`src/design/sfdp_regs.svh`:
```
`ifndef SFDP_REGS_SVH
`define SFDP_REGS_SVH
`define SFDP_A_ID 6'h00
`define SFDP_A_FSUM 6'h01
`define SFDP_A_STAT1 6'h02
`define SFDP_A_STAT2 6'h03
`define SFDP_A_CMD 6'h08
`define SFDP_A_SPIIN 6'h09
`define SFDP_A_CFG1 6'h0a
`define SFDP_CMD_RST 8'h00
`define SFDP_SPIIN_RST 8'h00
`define SFDP_CFG1_RST 8'h00
`define SFDP_CMD_CLR 7
`define SFDP_CFG1_OLA_EN 7
`define SFDP_CFG1_OVSEL 6:5
`define SFDP_CFG1_OCP_RETRY 3
`define SFDP_CFG1_TSD_RETRY 2
`define SFDP_CFG1_OV_RETRY 1
`define SFDP_CFG1_OLA_RETRY 0
`define SFDP_OV_OFF 2'h3
`define SFDP_STAT_HI 2'h3
`define SFDP_FRAME_BITS 6'h10
`define SFDP_CMD_BITS 6'h07
`define SFDP_OLA_CNT 2'h3
`define SFDP_CLK_NS 40
`define SFDP_T_OV_NS 10000
`define SFDP_T_UV_NS 10000
`define SFDP_T_CP_NS 10000
`define SFDP_T_POR_NS 10000
`define SFDP_T_OC_NS 4000
`define SFDP_T_OT_NS 10000
`define SFDP_CYC(ns) (((ns) + `SFDP_CLK_NS - 1) / `SFDP_CLK_NS)
`endif

```
`src/design/sfdp_pkg.sv`:
```
package sfdp_pkg;
`include "sfdp_regs.svh"

  typedef struct packed {
    logic cs_n;
    logic sclk;
    logic sdi;
  } sfdp_spi_t;

  // Raw comparator levels from the analog monitors
  typedef struct packed {
    logic ov;
    logic uv;
    logic cp;
    logic por;
    logic oc;
    logic ot;
  } sfdp_mon_t;

  typedef struct packed {
    logic frame_err;
    logic por;
    logic fault;
    logic ov;
    logic uv;
    logic overcurrent_flag;
    logic overtemp_flag;
    logic cp;
  } sfdp_faults_t;

  typedef enum logic [2:0] {
    OWN_SLEEP,
    OWN_DRIVER_DISABLE_IN,
    OWN_TSD,
    OWN_OCP,
    OWN_UV,
    OWN_IN,
    OWN_CURRENT_LIMIT_REGULATION
  } sfdp_owner_t;

  function automatic logic sfdp_addr_ok(input logic [5:0] a);
    sfdp_addr_ok = (a == `SFDP_A_ID) || (a == `SFDP_A_FSUM) ||
                   (a == `SFDP_A_STAT1) || (a == `SFDP_A_STAT2) ||
                   (a == `SFDP_A_CMD) || (a == `SFDP_A_SPIIN) ||
                   (a == `SFDP_A_CFG1);
  endfunction
endpackage

```
`src/design/sfdp_filter.sv`:
```
`timescale 1ns/1ns
module sfdp_filter #(
  parameter int CYC = 1
) (
  input wire logic clk_sys_i, // System clock
  input wire logic rst_i, // Async reset, active high
  input wire logic ce_i, // Clock enable
  input wire logic raw_i, // Synchronised comparator level
  output logic filt_o, // Level held longer than CYC cycles
  output logic pend_o // Level seen but not yet confirmed
);
  localparam int CW = $clog2(CYC + 1);
  logic [CW-1:0] cnt, next_cnt;
  logic next_filt;

  always_comb
  begin
    next_cnt = cnt;
    next_filt = filt_o;
    if (!raw_i)
    begin
      next_cnt = '0;
      next_filt = 1'b0;
    end
    else if (cnt == CW'(CYC))
      next_filt = 1'b1;
    else
      next_cnt = cnt + 1'b1;
  end

  always_ff @(posedge clk_sys_i or posedge rst_i)
  begin
    if (rst_i)
    begin
      cnt <= '0;
      filt_o <= 1'b0;
    end
    else if (ce_i)
    begin
      cnt <= next_cnt;
      filt_o <= next_filt;
    end
  end

  assign pend_o = raw_i & ~filt_o;
endmodule // sfdp_filter

```
`src/design/sfdp_sync.sv`:
```
`timescale 1ns/1ns
module sfdp_sync #(
  parameter int W = 1
) (
  input wire logic clk_sys_i, // System clock
  input wire logic rst_i, // Async reset, active high
  input wire logic ce_i, // Clock enable
  input wire logic [W-1:0] d_i, // Asynchronous levels
  output logic [W-1:0] q_o // Synchronised levels
);
  logic [W-1:0] meta;

  always_ff @(posedge clk_sys_i or posedge rst_i)
  begin
    if (rst_i)
    begin
      meta <= '0;
      q_o <= '0;
    end
    else if (ce_i)
    begin
      meta <= d_i;
      q_o <= meta;
    end
  end
endmodule // sfdp_sync

```
`src/design/sfdp_top.sv`:
```
`timescale 1ns/1ns
`include "sfdp_regs.svh"
// Overview of operation
// - Three missed recirculation spikes flag open load
// - Retry clears after three spikes; latch holds
// - Open-load monitor disableable, high-side loads only
// - Filtered supply-high flags error, output untouched
// - Supply-low floats output and sense, retry on recovery
// - Supply-low latch only on external-supply variant
// - Filtered pump-low flags error, always retries
// - Logic-supply drop resets; report reset on recovery
// - Fixed priority grants output control
// - Pending overcurrent may hold lower events
// - Word is command+data in, status+report out
// - Select high: ignore clock/data, float output
// - Drive on rising edge, sample on falling
// - Most significant bit first both ways
// - Only sixteen clocks valid, else frame error
// - Command bit 15 zero marks standard frame
// - Bit 14 read/write, bits 13:8 address
// - Data byte written; ignored on read
// - Status byte: two ones then six flags
// - Report returns register value before write
// - Error pin is inverse of summary fault
// - Logs cleared only by clear, sleep or logic-supply reset
// - Unmapped address blocked, sets frame error
module sfdp_top #(
  parameter logic [7:0] DEV_ID = 8'h5a // Arbitrary identity value
) (
  input wire logic clk_sys_i, // 25 MHz system clock
  input wire logic rst_i, // Async reset, active high
  input wire logic ce_i, // Clock enable, freezes all state
  input wire sfdp_pkg::sfdp_spi_t spi_i, // Select, clock, data pins
  output logic sdo_o, // Serial data out
  output logic sdo_oe_o, // Serial data out enable
  input wire sfdp_pkg::sfdp_mon_t mon_i, // Raw monitor comparators
  input wire logic sleep_n_i, // Sleep request pin, low sleeps
  input wire logic driver_disable_in_i, // Driver-off pin
  input wire logic in_i, // Output command pin
  input wire logic current_limit_regulation_i, // Trip PWM chop
  input wire logic hs_load_i, // High-side load wiring
  input wire logic recirc_i, // Recirculation dead-time marker
  input wire logic spike_i, // Output spike above supply seen
  input wire logic variant_ext_i, // External logic supply variant
  input wire logic uv_latch_i, // Supply-low latch request
  output logic error_pin_n_o, // Error pin level, low = error
  output logic error_pin_oe_o, // Error pin pull-down enable
  output logic out_en_o, // Half-bridge output driven
  output logic out_level_o, // Half-bridge output level
  output logic current_sense_pin_en_o, // Current sense active
  output logic [1:0] ov_thresh_sel_o, // Supply-high threshold
  output sfdp_pkg::sfdp_owner_t out_owner_o, // Output control owner
  output sfdp_pkg::sfdp_faults_t status_o // Logged fault summary
);
  import sfdp_pkg::*;

  localparam int FILT_CYC [6] = '{`SFDP_CYC(`SFDP_T_OV_NS),
    `SFDP_CYC(`SFDP_T_UV_NS), `SFDP_CYC(`SFDP_T_CP_NS),
    `SFDP_CYC(`SFDP_T_POR_NS), `SFDP_CYC(`SFDP_T_OC_NS),
    `SFDP_CYC(`SFDP_T_OT_NS)};

  logic [17:0] raw, s;
  logic s_sel, s_cs, s_sclk, s_sdi, s_rec, s_spk, s_sleep_n, s_driver_disable_in;
  logic s_in, s_current_limit_regulation, s_hs, s_var, s_uvl;
  logic [5:0] mon_s, filt, pend;

  // Select goes through inverted so a reset synchroniser reads it as idle
  assign raw = {~spi_i.cs_n, spi_i.sclk, spi_i.sdi, mon_i, recirc_i,
    spike_i, sleep_n_i, driver_disable_in_i, in_i,
    current_limit_regulation_i, hs_load_i, variant_ext_i, uv_latch_i};

  sfdp_sync #(.W(18)) u_sync (
    .clk_sys_i(clk_sys_i),
    .rst_i(rst_i),
    .ce_i(ce_i),
    .d_i(raw),
    .q_o(s)
  );

  assign {s_sel, s_sclk, s_sdi, mon_s, s_rec, s_spk, s_sleep_n, s_driver_disable_in,
    s_in, s_current_limit_regulation, s_hs, s_var, s_uvl} = s;
  assign s_cs = ~s_sel;

  // Bit order of filt: ov, uv, cp, por, oc, ot
  for (genvar g = 0; g < 6; g++)
  begin : g_filt
    sfdp_filter #(.CYC(FILT_CYC[5 - g])) u_filt (
      .clk_sys_i(clk_sys_i),
      .rst_i(rst_i),
      .ce_i(ce_i),
      .raw_i(mon_s[g]),
      .filt_o(filt[g]),
      .pend_o(pend[g])
    );
  end

  wire f_ov = filt[5];
  wire f_uv = filt[4];
  wire f_cp = filt[3];
  wire f_por = filt[2];
  wire f_oc = filt[1];
  wire f_ot = filt[0];

  // Serial frame engine
  logic cs_p, sclk_p, next_cs_p, next_sclk_p;
  logic [5:0] bitcnt, next_bitcnt;
  logic [15:0] rx, tx, next_rx, next_tx;
  logic next_sdo, next_sdo_oe;
  logic cs_rise, frame_ok, wr_go, ferr_set;
  logic [7:0] rd_val;
  logic [5:0] rd_addr;

  assign cs_rise = s_cs & ~cs_p;
  assign frame_ok = (bitcnt == `SFDP_FRAME_BITS) && !rx[15] &&
                    sfdp_addr_ok(rx[13:8]);
  assign wr_go = cs_rise & frame_ok & ~rx[14];
  assign ferr_set = cs_rise & ~frame_ok;
  assign rd_addr = {rx[4:0], s_sdi};

  always_comb
  begin
    next_cs_p = s_cs;
    next_sclk_p = s_sclk;
    next_bitcnt = bitcnt;
    next_rx = rx;
    next_tx = tx;
    next_sdo = sdo_o;
    next_sdo_oe = sdo_oe_o;
    if (s_cs)
    begin
      next_sdo_oe = 1'b0;
    end
    else if (cs_p)
    begin
      // Flags frozen here so a mid-frame event cannot tear the byte
      next_tx = {`SFDP_STAT_HI, status_o.fault, status_o.ov,
                 status_o.uv, status_o.overcurrent_flag, status_o.overtemp_flag,
                 status_o.frame_err, 8'h00};
      next_bitcnt = '0;
      next_sdo = 1'b1;
      next_sdo_oe = 1'b1;
    end
    else if (s_sclk && !sclk_p)
    begin
      next_sdo = tx[15];
      next_tx = {tx[14:0], 1'b0};
    end
    else if (!s_sclk && sclk_p)
    begin
      next_rx = {rx[14:0], s_sdi};
      if (bitcnt != 6'h3f)
        next_bitcnt = bitcnt + 1'b1;
      if (bitcnt == `SFDP_CMD_BITS)
        next_tx[15:8] = rd_val;
    end
  end

  always_ff @(posedge clk_sys_i or posedge rst_i)
  begin
    if (rst_i)
    begin
      cs_p <= 1'b1;
      sclk_p <= 1'b0;
      bitcnt <= '0;
      rx <= '0;
      tx <= '0;
      sdo_o <= 1'b0;
      sdo_oe_o <= 1'b0;
    end
    else if (ce_i)
    begin
      cs_p <= next_cs_p;
      sclk_p <= next_sclk_p;
      bitcnt <= next_bitcnt;
      rx <= next_rx;
      tx <= next_tx;
      sdo_o <= next_sdo;
      sdo_oe_o <= next_sdo_oe;
    end
  end

  // Registers, fault monitors and output control
  logic [7:0] cmd_r, spiin_r, cfg1, next_cmd, next_spiin, next_cfg1;
  sfdp_faults_t next_log;
  logic ov_act, uv_act, cp_act, oc_act, ot_act, ola_act, por_p;
  logic next_ov, next_uv, next_cp, next_oc, next_ot, next_ola;
  logic [1:0] miss, hit, next_miss, next_hit;
  logic rec_p, next_rec_p, next_err_n, next_en, next_lvl, next_sense;
  sfdp_owner_t next_owner;
  logic awake, active, clr, ola_on, any_act;

  assign awake = s_sleep_n;
  assign active = awake & ~s_driver_disable_in;
  assign clr = (wr_go && rx[13:8] == `SFDP_A_CMD && rx[`SFDP_CMD_CLR]) ||
               !awake;
  assign ola_on = active & cfg1[`SFDP_CFG1_OLA_EN] & s_hs;
  assign any_act = ov_act | uv_act | cp_act | oc_act | ot_act | ola_act;
  assign ov_thresh_sel_o = cfg1[`SFDP_CFG1_OVSEL];

  always_comb
  begin
    unique case (rd_addr)
      `SFDP_A_ID: rd_val = DEV_ID;
      `SFDP_A_FSUM: rd_val = status_o;
      `SFDP_A_STAT1: rd_val = {ola_act, ola_act, s_current_limit_regulation, active, 4'h0};
      `SFDP_A_STAT2: rd_val = {s_driver_disable_in, 2'h0, active, 4'h0};
      `SFDP_A_CMD: rd_val = {1'b0, cmd_r[6:0]};
      `SFDP_A_SPIIN: rd_val = spiin_r;
      `SFDP_A_CFG1: rd_val = cfg1;
      default: rd_val = 8'h00;
    endcase
  end

  always_comb
  begin
    next_cmd = cmd_r;
    next_spiin = spiin_r;
    next_cfg1 = cfg1;
    next_rec_p = s_rec;
    next_miss = miss;
    next_hit = hit;
    if (wr_go)
    begin
      unique case (rx[13:8])
        `SFDP_A_CMD: next_cmd = {1'b0, rx[6:0]};
        `SFDP_A_SPIIN: next_spiin = rx[7:0];
        `SFDP_A_CFG1: next_cfg1 = rx[7:0];
        default: ;
      endcase
    end
    // Supply-high leaves the output alone; only the pin and the status log report it
    next_ov = awake && cfg1[`SFDP_CFG1_OVSEL] != `SFDP_OV_OFF &&
              (f_ov || (ov_act && !cfg1[`SFDP_CFG1_OV_RETRY] && !clr));
    // Retry follows the supply alone, no retry timer involved
    next_uv = awake && (f_uv || (uv_act && s_var && s_uvl &&
              !clr));
    next_cp = active & f_cp;
    next_oc = active && (f_oc ||
              (oc_act && !cfg1[`SFDP_CFG1_OCP_RETRY] && !clr));
    next_ot = awake && (f_ot ||
              (ot_act && !cfg1[`SFDP_CFG1_TSD_RETRY] && !clr));
    next_ola = ola_act && !clr && awake && cfg1[`SFDP_CFG1_OLA_EN];
    if (!ola_on)
    begin
      next_miss = '0;
      next_hit = '0;
    end
    else if (s_rec && !rec_p)
    begin
      if (s_spk)
      begin
        next_miss = '0;
        next_hit = (hit == `SFDP_OLA_CNT) ? hit : hit + 1'b1;
        if (next_hit == `SFDP_OLA_CNT && cfg1[`SFDP_CFG1_OLA_RETRY])
          next_ola = 1'b0;
      end
      else
      begin
        next_hit = '0;
        next_miss = (miss == `SFDP_OLA_CNT) ? miss : miss + 1'b1;
        if (next_miss == `SFDP_OLA_CNT)
          next_ola = 1'b1;
      end
    end
    // Set wins over clear for every logged bit
    next_log = status_o & ~{8{clr}};
    next_log.frame_err = next_log.frame_err | ferr_set;
    next_log.por = next_log.por | (por_p & ~f_por);
    next_log.ov = next_log.ov | ov_act;
    next_log.uv = next_log.uv | uv_act;
    next_log.overcurrent_flag = next_log.overcurrent_flag | oc_act;
    next_log.overtemp_flag = next_log.overtemp_flag | ot_act;
    next_log.cp = next_log.cp | cp_act;
    next_log.fault = any_act | next_log.por;
    next_err_n = ~(awake & status_o.fault);
    next_owner = out_owner_o;
    next_en = out_en_o;
    next_lvl = out_level_o;
    next_sense = current_sense_pin_en_o;
    if (!awake)
    begin
      next_owner = OWN_SLEEP;
      next_en = 1'b0;
      next_sense = 1'b0;
    end
    else if (s_driver_disable_in)
    begin
      next_owner = OWN_DRIVER_DISABLE_IN;
      next_en = 1'b0;
      next_sense = 1'b1;
    end
    else if (ot_act)
    begin
      next_owner = OWN_TSD;
      next_en = 1'b0;
      next_sense = 1'b0;
    end
    else if (oc_act)
    begin
      next_owner = OWN_OCP;
      next_en = 1'b0;
      next_sense = 1'b1;
    end
    else if (pend[1])
    begin
      // Hold the lower-priority owner until the overcurrent resolves
      next_owner = out_owner_o;
    end
    else if (uv_act)
    begin
      next_owner = OWN_UV;
      next_en = 1'b0;
      next_sense = 1'b0;
    end
    else if (s_in && s_current_limit_regulation)
    begin
      next_owner = OWN_CURRENT_LIMIT_REGULATION;
      next_en = 1'b1;
      next_lvl = 1'b0;
      next_sense = 1'b1;
    end
    else
    begin
      next_owner = OWN_IN;
      next_en = 1'b1;
      next_lvl = s_in;
      next_sense = 1'b1;
    end
    if (f_por)
    begin
      next_cmd = `SFDP_CMD_RST;
      next_spiin = `SFDP_SPIIN_RST;
      next_cfg1 = `SFDP_CFG1_RST;
      {next_ov, next_uv, next_cp, next_oc, next_ot, next_ola} = '0;
      next_miss = '0;
      next_hit = '0;
      next_log = '0;
      next_err_n = 1'b1;
      next_owner = OWN_SLEEP;
      next_en = 1'b0;
      next_sense = 1'b0;
    end
  end

  always_ff @(posedge clk_sys_i or posedge rst_i)
  begin
    if (rst_i)
    begin
      cmd_r <= `SFDP_CMD_RST;
      spiin_r <= `SFDP_SPIIN_RST;
      cfg1 <= `SFDP_CFG1_RST;
      {ov_act, uv_act, cp_act, oc_act, ot_act, ola_act} <= '0;
      por_p <= 1'b0;
      miss <= '0;
      hit <= '0;
      rec_p <= 1'b0;
      status_o <= '0;
      error_pin_n_o <= 1'b1;
      out_owner_o <= OWN_SLEEP;
      out_en_o <= 1'b0;
      out_level_o <= 1'b0;
      current_sense_pin_en_o <= 1'b0;
    end
    else if (ce_i)
    begin
      cmd_r <= next_cmd;
      spiin_r <= next_spiin;
      cfg1 <= next_cfg1;
      {ov_act, uv_act, cp_act, oc_act, ot_act, ola_act} <=
        {next_ov, next_uv, next_cp, next_oc, next_ot, next_ola};
      por_p <= f_por;
      miss <= next_miss;
      hit <= next_hit;
      rec_p <= next_rec_p;
      status_o <= next_log;
      error_pin_n_o <= next_err_n;
      out_owner_o <= next_owner;
      out_en_o <= next_en;
      out_level_o <= next_lvl;
      current_sense_pin_en_o <= next_sense;
    end
  end

  assign error_pin_oe_o = ~error_pin_n_o;
endmodule // sfdp_top

```
`config.mk`:
```
export PLATFORM = sky130hd
export DESIGN_NAME = sfdp_top
export DESIGN_NICKNAME = d
export VERILOG_FILES = /design/src/design/sfdp_pkg.sv /design/src/design/sfdp_filter.sv /design/src/design/sfdp_sync.sv /design/src/design/sfdp_top.sv
export VERILOG_INCLUDE_DIRS = /design/src /design/src/design
export SDC_FILE = /design/constraint.sdc
export NUM_CORES = 1
export LEC_CHECK = 0
export BUFFER_PORTS_ARGS = -buffer_cell sky130_fd_sc_hd__buf_2
export CORE_MARGIN = 10
export CORE_UTILIZATION = 35
export CTS_CLUSTER_SIZE = 24
export DETAILED_ROUTE_END_ITERATION = 10
export PLACE_DENSITY = 0.53
export SYNTH_ARGS = -nofsm -noshare
export SYNTH_HDL_FRONTEND = slang
export SYNTH_SLANG_ARGS = --single-unit
```
`constraint.sdc`:
```
create_clock -name clk_sys_i -period 16 [get_ports clk_sys_i]
set_clock_uncertainty 0.15 [all_clocks]
set_input_delay 3.2 -clock clk_sys_i [delete_from_list [all_inputs] [get_ports clk_sys_i]]
set_output_delay 3.2 -clock clk_sys_i [all_outputs]
set_load 0.02 [all_outputs]
```
==> results.ini, run 1 <==
[drt]
drtIter0Drc = 498
drt-total-wl_mm = 19.2
avgRoutedWirePerCell_um = 16.8
ant_nets = 0
dr.pass1.iters = 5
drt-vias-per-instance = 5.28
post-route-drc-count = 0
vias = 6033

[hold_path]
hp-class = flip-flop to flip-flop
hold_start = u_sync.meta[14]
hold_depth = 2

[clocking]
holdBufCountCts = 0
cts_sinks = 173
clk_pin_slew_ns = 0.07
cts_root_buf = clkbuf_16
h-tree-depth = 4
post_cts_buffers = 0
cts_buffers = 17
cts_tree = built
post_cts_resized = 0
clk_path_buf_depth = 2
clock_latency_ns = 0.43

[synth]
synthCells = 782
syn-cell-area_um2 = 8260
synthFlopType = dfrtp_1
synth_area_leaders = dfrtp_1 52%, mux2_2 7.1%, a22o_1 3.6%
synth-adder-area-share = 0.0212
ys_ff_latch = 173
synth-compound-area-share = 0.170
synth_cell_type_count = 68
synth_area_per_cell_um2 = 10.6
synthXorXnorAreaFrac = 0.0138
synth-simple-area-share = 0.148
synth_top_family_by_area = compound AO/OA/AOI/OAI gates
synth_edf_count = 0
syn_nets = 817
ys_warn_count = 0
synth_top_cell_area_share = 0.518
yosysSeqAreaShare = 0.524
synthMuxAreaShare = 0.0891
yosys.area.top_type = dfrtp_1
async_flop_share = 1.00

[worst_setup_path]
reg2reg_from = g_filt[2].u_filt.filt_o
worst_ep_arrival_time_ns = 5.96
crit_path_start = ce_i
cp_max_fo = 60
r2r_cells = 5
startpoint_type = primary input
path_class = primary input to flip-flop
cp.required_ns = 16.21
cp-end-kind = flip-flop

[die]
core-area_um2 = 23300
dieHeight_um = 174
io_pins = 41
die_w_um = 174
dieArea_um2 = 30100
fp-row-count = 56
start_util = 0.354

[timing]
worstMarginPinSlew_ns = 1.04
finalSetupViolCount = 0
setup_slack_ns = 10.25
fmax_mhz = 174
maxSlewHeadroom = 0.304
fin_setup_tns_ns = 0
fin_crit_sh = 0.359
period_minus_slack_ns = 5.75
hold_ws_ns = 0.328
rsz0062_at_grt = no
drv_slew = 0
hold_violations = 0

[run]
maxCapViolCount = 0

[global_route]
grt_pass1_vias = 5978
grtUsageTotal = 0.130
overflow = 0
use_met3 = 0.0298
top_usage_layer = met2
antenna_found_initial = 0
grt_util_met1 = 0.178
grt_max_degree = 101
grt_pass1_wl_mm = 32.2
grtUsageMet2 = 0.204

[finish]
layout_common_cells = 171 x dfrtp_1, 72 x nand2_1, 57 x o21ai_0, 52 x mux2_2, 50 x nor2_1
layout_commonest_cell = dfrtp_1
insertedDiodeCount = 0
fin_nets = 846
fin_cells = 1142
drive_gt1_frac = 0.168
syn_to_final_growth_pct = 13.5

[power_and_ir_drop]
p_leak_uw = 0.00408
power_uw = 1150
peakVddDrop_mv = 0.0693
p_per_area_nw_per_um2 = 122

[placed_design]
globalplace.congestion = 0.787
port_buffers = 40
dp_hpwl_mm = 12.9
place_worst_setup_slack_ns = 9.81
numPlacedInstances = 1111

[status]
status = finished, final reports clean

-- layout make-up --
| class | count | area (um2) |
|---|---|---|
| Inverter | 34 | 133 |
| Tap cell | 319 | 399 |
| Timing Repair Buffer | 45 | 240 |
| Multi-Input combinational cell | 540 | 3650 |
| Clock buffer | 21 | 450 |
| Fill cell | 2276 | 14000 |
| Clock inverter | 10 | 164 |
| Sequential cell | 173 | 4330 |
-- layer usage --
layer	part of all wire	routed length, um	vias up
met5	0	0	-
met4	0.0071	136	0
met3	0.038	722	10
met2	0.47	8950	100
met1	0.49	9390	2995
li1	-	-	2928
-- logic make-up after synthesis --
kind of cell | after synthesis
and+or+nand+nor | 244
AOI/OAI and AO/OA | 202
DFF | 173
buffers and inverters | 69
muxes | 67
adders and majority gates | 14
xor gates and xnor gates | 13
-- synthesized netlist by cell type, types with 9 or more instances --
library cell	instances
dfrtp_1	171
nand2_1	72
o21ai_0	57
mux2_2	52
nor2_1	50
a22o_1	34
inv_1	34
a21oi_1	27
nand3_1	27
clkbuf_1	21
nand4_1	20
mux2i_1	15
nor3_1	15
ha_1	14
o31ai_1	11
xor2_1	11
buf_1	10
nor2b_1	10
nand2b_1	9
-- power by group --
group          switching [uW]  internal, uW
logic                    94.3          71.3
clock network             173           265
registers                58.2           484
-- through the flow --
stage / area [um2] / util
CTS: 9370 / 0.402
floorplan: 8260 / -
global route: 9370 / 0.402
detailed placement: 8760 / 0.375
global placement: 8760 / 0.375
finish: 9370 / 0.402
-- registers in the layout, summed over array words and instances, names as in the netlist, 8 cells and up --
signal             flops
cfg1                   8
g_filt.u_filt.cnt     47
rx                    16
spiin_r                8
status_o               8
tx                     8
u_sync.meta           18
u_sync.q_o            18
-- worst max-delay path: stages --
cell and delay, ns:
buf_4 0.32, buf_4 0.65, nor2b_1 0.90, nand2_1 0.25, a211o_1 0.32, o21ai_0 0.15
a22o_1 0.15
-- path summary, 6_finish.rpt --
check                                               end  slack (ns)
worst max-delay path                             ov_act       10.25
worst min-delay path                     u_sync.q_o[14]        0.33
worst max register to register                   ov_act       13.34
worst min register to register           u_sync.q_o[14]        0.33
max in group asynchronous       g_filt[2].u_filt.cnt[5]       11.38
min in group asynchronous                     bitcnt[0]        2.79
No activity file was read; power rests on OpenSTA's default activity.
==> run 2: changes to the inputs <==
--- a/config.mk
+++ b/config.mk
@@ -11,7 +11,7 @@
 export CORE_UTILIZATION = 35
 export CTS_CLUSTER_SIZE = 24
 export DETAILED_ROUTE_END_ITERATION = 10
-export PLACE_DENSITY = 0.53
+export PLACE_DENSITY = 0.55
 export SYNTH_ARGS = -nofsm -noshare
 export SYNTH_HDL_FRONTEND = slang
 export SYNTH_SLANG_ARGS = --single-unit
==> constraint.sdc (replaced) <==
create_clock -name clk_sys_i -period 4.6 [get_ports clk_sys_i]
set_clock_uncertainty 0.15 [all_clocks]
set_input_delay 0.92 -clock clk_sys_i [delete_from_list [all_inputs] [get_ports clk_sys_i]]
set_output_delay 0.92 -clock clk_sys_i [all_outputs]
set_load 0.02 [all_outputs]
==> run 2 against run 1 <==
Setup slack worse by 8.4 ns; final cell count up 0.26%; core utilization down 0.054 points; design area down 0.13%; clock power rose to 3.2 times the previous value; wire length down 0.63%; die area unchanged; sequential cell count unchanged; global-route usage down 0.34 points; total power rose to 3.4 times the previous value; sequential share of layout area up 0.062 points; first-iteration DRC count down 26%; critical path type unchanged; critical endpoint is now g_filt[4].u_filt.cnt[1]; highest routed layer unchanged.
==> results.ini, run 2 (synthesis results as in run 1) <==
[worst_setup_path]
r2r_cells = 7  ; was 5
reg2reg_from = bitcnt[0]  ; was g_filt[2].u_filt.filt_o
startpoint_type = primary input  ; unchanged
worst_ep_arrival_time_ns = 2.88  ; was 5.96 ns
cp.required_ns = 4.76  ; was 16.21 ns
rrSetupSlack_ns = 2.02  ; was 13.34 ns
cp_max_fo = 68  ; was 60
r2r-end = status_o[7]  ; was ov_act
path_class = primary input to flip-flop  ; unchanged
cp-end-kind = flip-flop  ; unchanged

[hold_path]
holdPathEnd = out_level_o  ; was u_sync.q_o[14]
hp-class = flip-flop to flip-flop  ; unchanged
hold_depth = 2  ; unchanged
hold_start = out_level_o  ; was u_sync.meta[14]

[finish]
largest_register_ffs = 47  ; unchanged
layout_common_cells = 171 x dfrtp_1, 72 x nand2_1, 57 x o21ai_0, 52 x mux2_2, 50 x nor2_1  ; unchanged
stdcell_area_um2 = 9360  ; was 9370 um2
regArea_um2 = 4330  ; unchanged
drive_gt1_frac = 0.173  ; was 0.168
syn_to_final_growth_pct = 13.3  ; was 13.5%
regMostFlops = g_filt.u_filt.cnt  ; unchanged
fill_cells = 2277  ; was 2276
top_regs = g_filt.u_filt.cnt x47, u_sync.meta x18, u_sync.q_o x18  ; unchanged
insertedDiodeCount = 0  ; unchanged
multi_input_area_um2 = 3650  ; unchanged
layout_commonest_cell = dfrtp_1  ; unchanged
fin_nets = 848  ; was 846

[clocking]
h-tree-depth = 4  ; unchanged
cts_buffers = 17  ; unchanged
post_cts_resized = 0  ; unchanged
cts_tree = built  ; unchanged
clk_path_buf_depth = 2  ; unchanged
holdBufCountCts = 0  ; unchanged
clock_latency_ns = 0.43  ; about the same
cts_sinks = 173  ; unchanged
post_cts_buffers = 0  ; unchanged
clk_pin_slew_ns = 0.07  ; about the same
cts_root_buf = clkbuf_16  ; unchanged

[drt]
ant_nets = 0  ; unchanged
drt-vias-per-instance = 5.25  ; was 5.28
drt-total-wl_mm = 19.1  ; was 19.2 mm
dr.pass1.iters = 7  ; was 5
drtIter0Drc = 371  ; was 498
avgRoutedWirePerCell_um = 16.7  ; was 16.8 um
post-route-drc-count = 0  ; unchanged
vias = 6015  ; was 6033

[die]
die_w_um = 174  ; unchanged
core-area_um2 = 23300  ; unchanged
dieHeight_um = 174  ; unchanged
start_util = 0.354  ; unchanged
io_pins = 41  ; unchanged
fp-row-count = 56  ; unchanged
dieArea_um2 = 30100  ; unchanged

[timing]
drv_slew = 0  ; unchanged
fin_setup_tns_ns = 0  ; unchanged
hold_violations = 0  ; unchanged
worstMarginPinSlew_ns = 0.984  ; was 1.04 ns
maxSlewHeadroom = 0.339  ; was 0.304
period_minus_slack_ns = 2.72
setup_slack_ns = 1.88  ; was 10.25 ns
fin_crit_sh = 0.590
rsz0062_at_grt = no  ; unchanged
fmax_mhz = 368
finalSetupViolCount = 0  ; unchanged

[power_and_ir_drop]
p_per_area_nw_per_um2 = 414  ; was 122 nW/um2
power_uw = 3870  ; was 1150 uW
p_leak_uw = 0.00407  ; was 0.00408 uW
peakVddDrop_mv = 0.241  ; was 0.0693 mV

[placed_design]
place_worst_setup_slack_ns = 1.41  ; was 9.81 ns
placement.cell_area_um2 = 8780  ; was 8760 um2
dp_hpwl_mm = 12.8  ; was 12.9 mm
port_buffers = 40  ; unchanged
globalplace.congestion = 0.789  ; was 0.787

[run]
maxCapViolCount = 0  ; unchanged

[global_route]
grt_pass1_wl_mm = 31.6  ; was 32.2 mm
grtUsageMet2 = 0.195  ; was 0.204
overflow = 0  ; unchanged
grt_max_degree = 117  ; was 101
grtUsageTotal = 0.127  ; was 0.130
grt_pass1_vias = 5880  ; was 5978
use_met3 = 0.0290  ; was 0.0298
antenna_found_initial = 0  ; unchanged
grt_util_met1 = 0.174  ; was 0.178
top_usage_layer = met2  ; unchanged

[status]
status = finished, final reports clean  ; unchanged

run 2: cell count changes in the layout (fill, tap and decap cells not counted), sizes merged:
| cell | previous run | this run |
|---|---|---|
| clkinv | 4 | 6 |
| inv | 35 | 38 |
| clkbuf | 21 | 19 |
| buf | 45 | 47 |
| clkinvlp | 1 | 2 |
| bufinv | 4 | 1 |
run 2: power breakdown:
part           leakage (uW)  internal (uW)  switching (uW)
sequential          0.00228           1680             201
combinational       0.00151            250             324
clock              0.000281            774             642
run 2: per-layer routing:
| metal | part of all wire | vias to the layer above |
|---|---|---|
| met5 | 0 | - |
| li1 | - | 2931 |
| met3 | 0.041 | 12 |
| met4 | 0.0075 | 0 |
| met2 | 0.46 | 88 |
| met1 | 0.49 | 2984 |
run 2: worst max path at each step:
| stage | from | slack (ns) | endpoint |
|---|---|---|---|
| 5_1_grt | ce_i | 1.64 | g_filt[4].u_filt.cnt[4] |
| 4_1_cts | ce_i | 1.86 | g_filt[4].u_filt.cnt[4] |
| 2_1_floorplan | rst_i | 1.32 | bitcnt[0] |
| 6_report | ce_i | 1.88 | g_filt[4].u_filt.cnt[1] |
| 3_3_place_gp | ce_i | 1.41 | g_filt[4].u_filt.cnt[1] |
| 3_5_place_dp | ce_i | 1.41 | g_filt[4].u_filt.cnt[4] |
run 2: through the flow:
stage | hold slack, ns | std cells | utilization
final | 0.333 | 1145 | 0.401
after global routing | 0.360 | 1145 | 0.401
after CTS | 0.339 | 1145 | 0.401
after detailed placement | 0.322 | 1113 | 0.376
after global placement | 0.312 | 1113 | 0.376
after floorplan | 0.299 | 782 | -
run 2: critical path: stages:
cell	delay, ns
buf_4	0.54
inv_1	0.54
a31oi_1	0.47
mux2_2	0.38
run 2: cell type report:
cell class                      count  share of cell area
Clock buffer                       19              0.0473
Clock inverter                     13              0.0142
Inverter                           34              0.0140
Multi-Input combinational cell    540               0.390
Sequential cell                   173               0.463
Tap cell                          319              0.0427
Timing Repair Buffer               47              0.0286
==> run 3: changes to the inputs <==
--- a/config.mk
+++ b/config.mk
@@ -6,12 +6,13 @@
 export SDC_FILE = /design/constraint.sdc
 export NUM_CORES = 1
 export LEC_CHECK = 0
+export ABC_AREA = 1
 export BUFFER_PORTS_ARGS = -buffer_cell sky130_fd_sc_hd__buf_2
 export CORE_MARGIN = 10
 export CORE_UTILIZATION = 35
 export CTS_CLUSTER_SIZE = 24
 export DETAILED_ROUTE_END_ITERATION = 10
-export PLACE_DENSITY = 0.55
+export PLACE_DENSITY = 0.53
 export SYNTH_ARGS = -nofsm -noshare
 export SYNTH_HDL_FRONTEND = slang
 export SYNTH_SLANG_ARGS = --single-unit
==> constraint.sdc (replaced) <==
create_clock -name clk_sys_i -period 2.7 [get_ports clk_sys_i]
set_clock_uncertainty 0.15 [all_clocks]
set_input_delay 0.54 -clock clk_sys_i [delete_from_list [all_inputs] [get_ports clk_sys_i]]
set_output_delay 0.54 -clock clk_sys_i [all_outputs]
set_load 0.02 [all_outputs]
==> run 3 against run 2 <==
Clock power grew 65%; design area up 2.0%; global-route usage is 0.87 points higher; combinational power grew 79%; total power grew 68%; die area up 1.6%; largest cell class unchanged.
==> results.ini, run 3 <==
[status]
status = finished, final reports clean  ; unchanged

[finish]
top_regs = g_filt.u_filt.cnt x47, u_sync.meta x18, u_sync.q_o x18  ; unchanged
fill_cells = 2411  ; was 2277
regArea_um2 = 4330  ; unchanged
fin_nets = 1101  ; was 848
layout_common_cells = 304 x nand2_1, 171 x dfrtp_1, 105 x inv_1, 74 x nor2_1, 73 x o21ai_0  ; was 171 x dfrtp_1, 72 x nand2_1, 57 x o21ai_0, 52 x mux2_2, 50 x nor2_1
drive_gt1_frac = 0.123  ; was 0.173
multi_input_area_um2 = 3500  ; was 3650 um2
layout_commonest_cell = nand2_1  ; was dfrtp_1
insertedDiodeCount = 0  ; unchanged
stdcell_area_um2 = 9540  ; was 9360 um2
regMostFlops = g_filt.u_filt.cnt  ; unchanged
largest_register_ffs = 47  ; unchanged
syn_to_final_growth_pct = 13.4  ; was 13.3%
fin_util = 0.405  ; was 0.401

[synth]
synth_area_leaders = dfrtp_1 51%, nand2_1 14%, inv_1 4.7%  ; was dfrtp_1 52%, mux2_2 7.1%, a22o_1 3.6%
synthFlopType = dfrtp_1  ; unchanged
synthXorXnorAreaFrac = 0.0167  ; was 0.0138
synth-simple-area-share = 0.255  ; was 0.148
synth_common_cells = 304 x nand2_1, 171 x dfrtp_1, 106 x inv_1  ; was 171 x dfrtp_1, 72 x nand2_1, 57 x o21ai_0
ys_ff_latch = 173  ; unchanged
synth_cell_type_count = 46  ; was 68
syn-cell-area_um2 = 8410  ; was 8260 um2
yosys.area.top_type = dfrtp_1  ; unchanged
synth_top_family_by_area = simple AND/OR/NAND/NOR gates  ; was compound AO/OA/AOI/OAI gates
yosysMostFrequentCell = nand2_1  ; was dfrtp_1
synth_edf_count = 0  ; unchanged
yosysSeqAreaShare = 0.515  ; was 0.524
syn_nets = 1057  ; was 817
synth-compound-area-share = 0.122  ; was 0.170
async_flop_share = 1.00  ; unchanged
synthMuxAreaShare = 0.00134  ; was 0.0891
synthCells = 1022  ; was 782
synth_top_cell_area_share = 0.509  ; was 0.518
synth-adder-area-share = 0.0208  ; was 0.0212
ys_warn_count = 0  ; unchanged
synth_area_per_cell_um2 = 8.23  ; was 10.6 um2

[timing]
finalSetupViolCount = 0  ; unchanged
hold_ws_ns = 0.160  ; was 0.333 ns
rsz0062_at_grt = no  ; unchanged
maxSlewHeadroom = 0.555  ; was 0.339
fin_crit_sh = 0.851
fmax_mhz = 435
hold_violations = 0  ; unchanged
worstMarginPinSlew_ns = 0.665  ; was 0.984 ns
drv_slew = 0  ; unchanged
period_minus_slack_ns = 2.30

[clocking]
cts_buffers = 17  ; unchanged
holdBufCountCts = 1  ; was 0
clk_path_buf_depth = 2  ; unchanged
cts_sinks = 173  ; unchanged
cts_tree = built  ; unchanged
clock_latency_ns = 0.43  ; about the same
post_cts_resized = 0  ; unchanged
cts_root_buf = clkbuf_16  ; unchanged
h-tree-depth = 4  ; unchanged
post_cts_buffers = 0  ; unchanged
clk_pin_slew_ns = 0.07  ; about the same

[die]
core-area_um2 = 23500  ; was 23300 um2
io_pins = 41  ; unchanged
fp-row-count = 56  ; unchanged
dieArea_um2 = 30600  ; was 30100 um2
dieHeight_um = 175  ; was 174 um
start_util = 0.357  ; was 0.354
die_w_um = 175  ; was 174 um

[placed_design]
dp_hpwl_mm = 14.4  ; was 12.8 mm
placement.cell_area_um2 = 8970  ; was 8780 um2
port_buffers = 40  ; unchanged
globalplace.congestion = 0.823  ; was 0.789

[hold_path]
hp-class = primary input to flip-flop  ; was flip-flop to flip-flop

[worst_setup_path]
rrSetupSlack_ns = 0.40  ; was 2.02 ns
path_class = flip-flop to flip-flop  ; was primary input to flip-flop
cp_max_fo = 12  ; was 68
startpoint_type = flip-flop  ; was primary input
cp.required_ns = 2.86  ; was 4.76 ns
cp-end-kind = flip-flop  ; unchanged
worst_ep_arrival_time_ns = 2.46  ; was 2.88 ns

[drt]
ant_nets = 0  ; unchanged
drtIter0Drc = 470  ; was 371
drt-total-wl_mm = 19.9  ; was 19.1 mm
post-route-drc-count = 0  ; unchanged
avgRoutedWirePerCell_um = 14.3  ; was 16.7 um
drt-vias-per-instance = 4.71  ; was 5.25
vias = 6580  ; was 6015
dr.pass1.iters = 5  ; was 7

[power_and_ir_drop]
p_leak_uw = 0.00459  ; was 0.00407 uW
p_per_area_nw_per_um2 = 684  ; was 414 nW/um2
power_uw = 6520  ; was 3870 uW
peakVddDrop_mv = 0.408  ; was 0.241 mV

[global_route]
grt_max_degree = 68  ; was 117
grtUsageTotal = 0.135  ; was 0.127
antenna_found_initial = 0  ; unchanged
grt_pass1_vias = 6604  ; was 5880
grt_pass1_wl_mm = 34.0  ; was 31.6 mm
overflow = 0  ; unchanged

[run]
maxCapViolCount = 0  ; unchanged

==> run 3: cell count changes after synthesis, moves of 9 or more <==
cell | previous run | this run
a21oi_1 | 27 | 42
a22o_1 | 34 | 0
buf_1 | 10 | 0
inv_1 | 34 | 106
inv_2 | 0 | 10
mux2_2 | 52 | 1
mux2i_1 | 15 | 0
nand2_1 | 72 | 304
nand2b_1 | 9 | 0
nand3_1 | 27 | 59
nor2_1 | 50 | 74
nor2b_1 | 10 | 0
o21ai_0 | 57 | 73
o21ai_2 | 0 | 17
==> run 3: path summary, 6_finish.rpt <==
check,start,end,cells past startpoint
worst max-delay path,bitcnt[0],status_o[5],11
worst min-delay path,mon_i[4],u_sync.meta[13],3
worst max register to register,bitcnt[0],status_o[5],11
worst min register to register,u_sync.meta[11],u_sync.meta[11],2
max in group asynchronous,rst_i,error_pin_n_o,4
min in group asynchronous,rst_i,u_sync.q_o[16],3
==> run 3: per-stage QoR <==
step / setup TNS (ns) / instances / worst slack [ns]
2_1_floorplan: -34.04 / 1022 / -0.199
3_3_place_gp: 0 / 1365 / 0.446
3_5_place_dp: 0 / 1365 / 0.384
4_1_cts: 0 / 1396 / 0.390
5_1_grt: 0 / 1396 / 0.228
6_report: 0 / 1396 / 0.402
==> run 3: logic make-up (layout without fill, tap and decap cells) <==
| family | Yosys count | in the layout |
|---|---|---|
| compound gates | 174 | 174 |
| xor+xnor | 16 | 16 |
| fa+ha+maj | 14 | 14 |
| buf+inv | 142 | 197 |
| flops | 173 | 173 |
| mux | 1 | 1 |
| simple gates | 502 | 502 |
==> run 3: final cells by class <==
| cell class | count | area share |
|---|---|---|
| flip-flops and latches | 173 | 0.454 |
| multi-input cells | 707 | 0.367 |
| clock buffers | 20 | 0.0489 |
| inverters | 116 | 0.0460 |
| well taps | 319 | 0.0418 |
| repair buffers | 51 | 0.0325 |
| clock inverters | 10 | 0.00944 |
==> run 3: worst max-delay path, stage by stage, from the launching register on <==
cell and delay (ns):
dfrtp_1 0.40, inv_1 0.10, ha_1 0.15, inv_1 0.04, nor2_1 0.07, nand3_1 0.12, a21oi_2 0.18, nand4_1 0.51
nand3_1 0.25, nand2_1 0.08, nand2_1 0.09, nand2_1 0.05
==> run 3: power by group <==
part / total, uW / switching [uW] / internal, uW
clock network: 2340 / 1010 / 1330
logic: 1030 / 694 / 337
registers: 3150 / 246 / 2900
total: 6520 / 1950 / 4570
==> run 3: metal layers <==
layer,up-vias,part of all wire,GRT usage
li1,3395,-,-
met1,3087,0.48,0.179
met2,88,0.48,0.219
met3,10,0.033,0.0310
met4,0,0.010,0.0346
met5,-,0,0
